[config.mk]
export PLATFORM = sky130hd
export DESIGN_NAME = atc_timer
export DESIGN_NICKNAME = d
export VERILOG_FILES = /design/src/atc_pkg.sv /design/src/atc_timer.sv
export SDC_FILE = /design/constraint.sdc
export NUM_CORES = 1
export LEC_CHECK = 0
export ABC_AREA = 1
export BUFFER_PORTS_ARGS = -buffer_cell sky130_fd_sc_hd__buf_4
export CAP_MARGIN = 5
export CELL_PAD_IN_SITES_DETAIL_PLACEMENT = 0
export CELL_PAD_IN_SITES_GLOBAL_PLACEMENT = 1
export CORE_ASPECT_RATIO = 0.75
export CORE_UTILIZATION = 47
export CTS_CLUSTER_DIAMETER = 30
export DETAILED_ROUTE_END_ITERATION = 10
export PLACE_DENSITY = 0.93
export SETUP_SLACK_MARGIN = 0.2
export SLEW_MARGIN = 0
export SYNTH_ARGS = -nofsm -noshare
export SYNTH_HDL_FRONTEND = slang
export SYNTH_SLANG_ARGS = --single-unit
[constraint.sdc]
create_clock -name clk_in -period 5.2 [get_ports clk_in]
set_input_delay 0 -clock clk_in [delete_from_list [all_inputs] [get_ports clk_in]]
set_output_delay 0 -clock clk_in [all_outputs]
set_load 0.03 [all_outputs]
[src/atc_pkg.sv]
// Constants, register map and carrier types for the 8-bit timer/counter.
// Assumes a single 125 MHz system clock and a plain strobe register port.
package atc_pkg;

	// ****************************************
	// Register map (byte offsets on the port)
	// ****************************************
	localparam logic [2:0] ATC_ADDR_COUNTER = 3'h0;
	localparam logic [2:0] ATC_ADDR_COMPARE = 3'h1;
	localparam logic [2:0] ATC_ADDR_CTRL_A  = 3'h2;
	localparam logic [2:0] ATC_ADDR_CTRL_B  = 3'h3;
	localparam logic [2:0] ATC_ADDR_FLAGS   = 3'h4;
	localparam logic [2:0] ATC_ADDR_MASK    = 3'h5;
	localparam logic [2:0] ATC_ADDR_ASYNC   = 3'h6;

	// ****************************************
	// Field positions
	// ****************************************
	localparam int ATC_BIT_OVERFLOW = 0;
	localparam int ATC_BIT_COMPARE  = 1;
	localparam int ATC_BIT_DIR_DOWN = 3;
	localparam int ATC_BIT_ASYNC    = 0;

	// ****************************************
	// Values
	// ****************************************
	localparam logic [7:0] ATC_BOTTOM    = 8'h00;
	localparam logic [7:0] ATC_MAX       = 8'hFF;
	localparam logic [7:0] ATC_RST_BYTE  = 8'h00;
	localparam logic [2:0] ATC_CS_STOP   = 3'h0;
	localparam logic [9:0] ATC_PRE_RST   = 10'h000;
	localparam int         ATC_PRE_WIDTH = 10;

	typedef enum logic [1:0] {
		ATC_WGM_NORMAL = 2'b00,
		ATC_WGM_PHASE  = 2'b01,
		ATC_WGM_CTC    = 2'b10,
		ATC_WGM_FAST   = 2'b11
	} atc_wgm_e;

	// Register port request
	typedef struct packed {
		logic [2:0] addr;
		logic [7:0] wdata;
		logic       wr;
		logic       rd;
	} atc_req_s;

	// All state of the timer
	typedef struct packed {
		logic [7:0] counter_value;
		logic [7:0] compare_value;
		atc_wgm_e   waveform_mode_field;
		logic [2:0] clock_select_field;
		logic       async_clock_select;
		logic       dir_down;
		logic       overflow_flag;
		logic       compare_flag;
		logic       mask_overflow;
		logic       mask_compare;
		logic       block_match;
		logic [9:0] prescale;
		logic       xtal_s1;
		logic       xtal_s2;
		logic       xtal_s3;
		logic [7:0] rdata;
		logic       irq_overflow;
		logic       irq_compare;
		logic       at_bottom;
		logic       at_max;
	} atc_state_s;

endpackage : atc_pkg

[src/atc_timer.sv]
// 8-bit timer/counter with one compare channel, overflow and compare flags.
// Assumes the crystal input is an unsynchronised pin and that software uses
// one-cycle strobes; read data stands in the cycle after the read strobe.
`timescale 1ns/10ps

// Functional notes
// - 8-bit counter and compare, compared always
// - Match sets compare flag, can interrupt
// - Flags visible, each individually masked
// - Clock select zero stops the counter
// - Async bit selects crystal over io clock
// - Flag bottom at 0x00, max at 0xFF
// - Top is 0xFF or compare, per mode
// - Each tick clears, increments or decrements
// - Counter readable and writable at any time
// - CPU counter write beats count or clear
// - Waveform mode bits set counting sequence
// - Overflow flag point depends on mode
// - Compare flag set one tick after match
// - Flag cleared by acknowledge or writing one
// - Counter write blocks next tick's match
// - Normal mode wraps, overflow on zero
module atc_timer
	import atc_pkg::*;
#(
	parameter int DIV1 = 1,
	parameter int DIV2 = 8,
	parameter int DIV3 = 32,
	parameter int DIV4 = 64,
	parameter int DIV5 = 128,
	parameter int DIV6 = 256,
	parameter int DIV7 = 1024
) (
	// Clock and reset
	input  wire logic       clk_in,
	input  wire logic       nrst_in,
	// Register port
	input  wire logic [2:0] addr_in,
	input  wire logic [7:0] wdata_in,
	input  wire logic       wr_in,
	input  wire logic       rd_in,
	output logic      [7:0] rdata_out,
	// Crystal clock pin
	input  wire logic       crystal_in_pin_in,
	// Interrupt acknowledges from the CPU
	input  wire logic       ack_overflow_in,
	input  wire logic       ack_compare_in,
	// Interrupt requests and indications
	output logic            irq_overflow_out,
	output logic            irq_compare_out,
	output logic            at_bottom_out,
	output logic            at_max_out
);

	// ****************************************
	// Prescaler tap decode
	// ****************************************
	function automatic logic tap_hit(input logic [2:0] sel, input logic [9:0] pre);
		int div;
		div = 1;
		case (sel)
			3'h1: div = DIV1;
			3'h2: div = DIV2;
			3'h3: div = DIV3;
			3'h4: div = DIV4;
			3'h5: div = DIV5;
			3'h6: div = DIV6;
			3'h7: div = DIV7;
			default: div = 1;
		endcase
		tap_hit = ((pre & 10'(div - 1)) == 10'(div - 1));
	endfunction : tap_hit

	atc_req_s   req;
	atc_state_s st_q;
	atc_state_s st_d;
	logic       src_tick;
	logic       tick;
	logic       wr_counter;
	logic       match;
	logic [7:0] top_value;

	assign req.addr  = addr_in;
	assign req.wdata = wdata_in;
	assign req.wr    = wr_in;
	assign req.rd    = rd_in;

	// Crystal edge as seen after synchronisation; async mode counts crystal edges
	assign src_tick   = st_q.async_clock_select ? (st_q.xtal_s2 & ~st_q.xtal_s3) : 1'b1;
	assign tick       = (st_q.clock_select_field != ATC_CS_STOP) && src_tick
	                    && tap_hit(st_q.clock_select_field, st_q.prescale);
	assign wr_counter = req.wr && (req.addr == ATC_ADDR_COUNTER);
	assign match      = (st_q.counter_value == st_q.compare_value);
	assign top_value  = (st_q.waveform_mode_field == ATC_WGM_CTC) ? st_q.compare_value : ATC_MAX;

	// ****************************************
	// Next state
	// ****************************************
	always_comb begin
		logic set_ov;
		logic set_cm;
		logic [7:0] rd_val;
		set_ov = 1'b0;
		set_cm = 1'b0;
		rd_val = ATC_RST_BYTE;
		st_d = st_q;

		// Two-stage synchroniser, third stage only for edge detection
		st_d.xtal_s1 = crystal_in_pin_in;
		st_d.xtal_s2 = st_q.xtal_s1;
		st_d.xtal_s3 = st_q.xtal_s2;

		if (src_tick) begin
			st_d.prescale = st_q.prescale + 10'h001;
		end

		// ****************************************
		// Counter unit
		// ****************************************
		if (tick) begin
			// A match seen during the previous timer cycle raises the flag now
			set_cm = match && !st_q.block_match;
			st_d.block_match = 1'b0;
			case (st_q.waveform_mode_field)
				ATC_WGM_NORMAL, ATC_WGM_FAST: begin
					st_d.counter_value = st_q.counter_value + 8'h01;
					set_ov = (st_q.counter_value == ATC_MAX);
					st_d.dir_down = 1'b0;
				end
				ATC_WGM_CTC: begin
					if (st_q.counter_value == top_value) begin
						st_d.counter_value = ATC_BOTTOM;
					end else begin
						st_d.counter_value = st_q.counter_value + 8'h01;
					end
					set_ov = (st_q.counter_value == ATC_MAX);
					st_d.dir_down = 1'b0;
				end
				ATC_WGM_PHASE: begin
					if (st_q.dir_down) begin
						if (st_q.counter_value == ATC_BOTTOM) begin
							st_d.dir_down = 1'b0;
							st_d.counter_value = 8'h01;
							set_ov = 1'b1;
						end else begin
							st_d.counter_value = st_q.counter_value - 8'h01;
						end
					end else if (st_q.counter_value == ATC_MAX) begin
						st_d.dir_down = 1'b1;
						st_d.counter_value = ATC_MAX - 8'h01;
					end else begin
						st_d.counter_value = st_q.counter_value + 8'h01;
					end
				end
				default: begin
					st_d.counter_value = st_q.counter_value;
				end
			endcase
		end

		// ****************************************
		// Register writes
		// ****************************************
		if (req.wr) begin
			case (req.addr)
				ATC_ADDR_COUNTER: begin
					st_d.counter_value = req.wdata;
					st_d.block_match = 1'b1;
				end
				ATC_ADDR_COMPARE: st_d.compare_value = req.wdata;
				ATC_ADDR_CTRL_A: begin
					st_d.waveform_mode_field = atc_wgm_e'(req.wdata[1:0]);
					st_d.dir_down = req.wdata[ATC_BIT_DIR_DOWN];
				end
				ATC_ADDR_CTRL_B: st_d.clock_select_field = req.wdata[2:0];
				ATC_ADDR_MASK: begin
					st_d.mask_overflow = req.wdata[ATC_BIT_OVERFLOW];
					st_d.mask_compare = req.wdata[ATC_BIT_COMPARE];
				end
				ATC_ADDR_ASYNC: st_d.async_clock_select = req.wdata[ATC_BIT_ASYNC];
				default: begin
					st_d.counter_value = st_d.counter_value;
				end
			endcase
		end

		// Flags: write-one or acknowledge clears, a same-cycle set wins
		if ((req.wr && req.addr == ATC_ADDR_FLAGS && req.wdata[ATC_BIT_OVERFLOW]) || ack_overflow_in) begin
			st_d.overflow_flag = 1'b0;
		end
		if ((req.wr && req.addr == ATC_ADDR_FLAGS && req.wdata[ATC_BIT_COMPARE]) || ack_compare_in) begin
			st_d.compare_flag = 1'b0;
		end
		if (set_ov) begin
			st_d.overflow_flag = 1'b1;
		end
		if (set_cm) begin
			st_d.compare_flag = 1'b1;
		end

		// ****************************************
		// Read data and outputs
		// ****************************************
		case (req.addr)
			ATC_ADDR_COUNTER: rd_val = st_q.counter_value;
			ATC_ADDR_COMPARE: rd_val = st_q.compare_value;
			ATC_ADDR_CTRL_A: rd_val = {4'h0, st_q.dir_down, 1'b0, st_q.waveform_mode_field};
			ATC_ADDR_CTRL_B: rd_val = {5'h00, st_q.clock_select_field};
			ATC_ADDR_FLAGS: rd_val = {6'h00, st_q.compare_flag, st_q.overflow_flag};
			ATC_ADDR_MASK: rd_val = {6'h00, st_q.mask_compare, st_q.mask_overflow};
			ATC_ADDR_ASYNC: rd_val = {7'h00, st_q.async_clock_select};
			default: rd_val = ATC_RST_BYTE;
		endcase
		st_d.rdata = req.rd ? rd_val : ATC_RST_BYTE;

		st_d.irq_overflow = st_d.overflow_flag && st_d.mask_overflow;
		st_d.irq_compare = st_d.compare_flag && st_d.mask_compare;
		st_d.at_bottom = (st_d.counter_value == ATC_BOTTOM);
		st_d.at_max = (st_d.counter_value == ATC_MAX);
	end

	// ****************************************
	// State register
	// ****************************************
	always_ff @(posedge clk_in or negedge nrst_in) begin
		if (!nrst_in) begin
			st_q <= '{
				counter_value:       ATC_RST_BYTE,
				compare_value:       ATC_RST_BYTE,
				waveform_mode_field: ATC_WGM_NORMAL,
				clock_select_field:  ATC_CS_STOP,
				prescale:            ATC_PRE_RST,
				rdata:               ATC_RST_BYTE,
				at_bottom:           1'b1,
				default:             1'b0
			};
		end else begin
			st_q <= st_d;
		end
	end

	assign rdata_out        = st_q.rdata;
	assign irq_overflow_out = st_q.irq_overflow;
	assign irq_compare_out  = st_q.irq_compare;
	assign at_bottom_out    = st_q.at_bottom;
	assign at_max_out       = st_q.at_max;
endmodule : atc_timer

==> reports/results.txt <==
Status: finished clean
Total Nets Final: 521
Seq/Total Area, Yosys: 39.83%
DP Area: 3538 um^2
Total number of vias: 3077
Mapped Area: 3333 um^2
Die Ht: 74.93 um
H-tree depth: 2
Leading cell type in the layout, fill and taps excluded: nand2_1
Global Route Usage Sum: 24.96%
Total gr overflow: 0
Root buffer cell: clkbuf_8
Post-synth cell types: 36
Cells after Synth: 468
Critical Path Fanout Max: 9
R2R setup slack: 2.90 ns
Slowest stage delay, CP: 0.52 ns
WP data required: 5.44 ns
Post-DRT Antenna Nets: 0
Largest net degree at the start of global routing: 54
RR Startpoint: st_q[45]
HPWL after DPL: 6581 um
Num CTS Buffers: 5
Syn_area_per_cell: 7.122 um^2
First-pass GRT wire length: 14260 um
Max_slew headroom: 56.24%
Post-CTS Setup Bufs: 0
CTS Buffer Depth: 2
Skew-Pair Late Insertion Delay: 0.30 ns
Tightest Hold Check Type: input port to flop
Slew @ Worst Pin: 0.6564 ns
WP depth: 13
Full die area: 7436 um^2
Crit path cell chain: inv_1 -> ha_1 -> nand3_1 -> nor2_2 -> a21boi_4 -> nand2_1 -> o21ai_1 -> nand3_1 -> nand2_1 -> nand2_1 -> nor2_1 -> nand2_1 -> nor2_1
CP max-delay cell: dfrtp_1
WP data arrival: 2.54 ns
Initial antenna violation count: 0
Buffers on Ports: 29
Setup TNS: 0 ns
Final min period: 2.299 ns
Main combinational cell family by area after synthesis: simple AND/OR/NAND/NOR gates
I/O pin cnt: 30
Fmax: 435.0 MHz
Routed WL: 8669 um
Die width: 99.24 um
Pre-CTS setup slack: 2.996 ns
Num rows: 26
Lkg Pwr: 1.960 nW
Critical path endpoint category: flop
Crit start category: flop
Design area: 3745 um^2
Post-synthesis mux area share: 0%
Synth Area in Simple Gates: 30.22%
# hold bufs at CTS: 9
Complex-gate fraction of the synthesized area: 11.19%
Most frequent cells in the layout: nand2_1, inv_1, dfrtp_1, nand3_1, o21ai_0
Adder-cell share of the synthesized area: 2.252%
DRT iter0 DRCs: 191
Number of global-route vias before repair: 2848
Fin. Hold Viols: 0
CTS tree: done
PwrDens: 460.0 nW/um^2
CP delay by family, top: simple AND/OR/NAND/NOR gates
Critical path origin: st_q[45]
DR pass1 iterations: 5
R2r endpoint: at_max_out
Seq cells post-synth: 53
Setup-failing EPs final: 0
Most used cell, CP: nand2_1
CTS sink count: 53
# fillers: 659
Clock slew at reported path FFs: 0.09 ns
Setup WS post-layout: 2.901 ns
Ratio of cells with drive above 1 in the final layout: 13.25%
Antenna cells: 0
Placeable core region: 6832 um^2
Post-CTS Resized: 0
Worst Path Buf+Inv: 1
Yosys warns: 0
Setup Skew: 0.005340 ns
WL/cell: 14.90 um
Placer Congestion: 0.9958
Pins Over Slew Limit: 0
Initial Utilization: 48.79%
Worst setup endpoint: at_max_out
RSZ-0062 raised after global routing: false
DR vias/cell: 5.287
Max-Cap Viols: 0
Area delta synth->final: 12.35%
Syn Nets: 492
Synth Area in XOR/XNOR: 3.153%
Hold Path Depth: 3
Tcrit/Tclk final: 44.21%
Reg2reg path depth: 13
CP Class: flop to flop
DRC: 0
Max VDD drop: 0.1983 mV
## flip-flops by register name, summed over array words and instances, names as in the netlist
register and cells:
at_bottom_out 1, at_max_out 1, irq_compare_out 1, irq_overflow_out 1, rdata_out 8, st_d 2
st_q 39
## metrics by stage
stage          hold slack [ns]  util [%]  power, mW  std cells
2_1_floorplan          -0.2956         -      1.219        468
3_3_place_gp           0.07320     51.79      1.418        565
3_5_place_dp           0.07618     51.79      1.410        565
4_1_cts               0.003529     54.82      1.707        582
5_1_grt                0.01829     54.82      1.846        582
6_report              0.004077     54.82      1.723        582
## worst min-delay path by stage
stage / start / endpoint / slack (ns)
finish: wdata_in[4] / st_q[41] / 0.004
global route: wdata_in[2] / st_q[39] / 0.02
CTS: wdata_in[2] / st_q[34] / 0.004
detailed placement: nrst_in / st_q[18] / 0.08
global placement: nrst_in / st_q[17] / 0.07
floorplan: nrst_in / at_max_out / -0.30
## worst reg2reg max path, cell delays in order, from the launching register on
cell and delay (ns):
dfrtp_1 0.52, inv_1 0.22, ha_1 0.24, nand3_1 0.10, nor2_2 0.06, a21boi_4 0.26
nand2_1 0.11, o21ai_1 0.15, nand3_1 0.11, nand2_1 0.08, nand2_1 0.09, nor2_1 0.12
nand2_1 0.06, nor2_1 0.10
## report_power, final
part | internal, mW | leakage [nW] | switching [mW]
clock | 0.157 | 0.0585 | 0.133
sequential | 0.510 | 0.671 | 0.161
combinational | 0.257 | 1.23 | 0.504
## per-layer routing
metal | part of all wire (%) | track usage, % | vias up | routed length (um)
met5 | 0 | 0 | - | 0
met4 | 0.87 | 5.392 | 0 | 75
met3 | 7.0 | 5.757 | 8 | 610
met2 | 42 | 39.89 | 124 | 3650
met1 | 50 | 35.10 | 1429 | 4332
li1 | - | - | 1516 | -
## cell families (layout without fill, tap and decap cells)
kind of cell / after synthesis / in the layout
XOR/XNOR: 12 / 12
AO/OA/AOI/OAI: 64 / 64
flip-flops: 53 / 53
AND/OR/NAND/NOR: 233 / 233
adder cells (fa/ha/maj): 6 / 6
buffers and inverters: 100 / 130
## Yosys cell counts (all sizes together)
master	count	area share, %
nor2	39	5.1
a41oi	1	0.26
nor3	5	0.90
dfrtp	52	39
xnor2	5	1.3
o21ai	36	5.5
o211ai	1	0.23
a21boi	3	1.0
nand2	145	17
nand4	6	1.1
a221oi	2	0.53
dfstp	1	0.79
o31ai	1	0.23
nand3b	2	0.45
buf	14	3.3
clkinv	2	0.60
clkbuf	2	0.23
ha	6	2.3
nor4	1	0.19
a21oi	15	2.5
xor2	7	1.8
o22ai	5	0.94
inv	82	9.2
nand3	35	5.3
## cell type report
type | count | area, um^2 | area share (%)
Tap cell | 84 | 105.1 | 2.807
Inverter | 84 | 327.8 | 8.754
Clock inverter | 1 | 30.03 | 0.8019
Sequential cell | 53 | 1328 | 35.45
Timing Repair Buffer | 38 | 307.8 | 8.219
Clock buffer | 7 | 86.33 | 2.305
Multi-Input combinational cell | 315 | 1560 | 41.66
No activity file was read; power rests on OpenSTA's default activity.
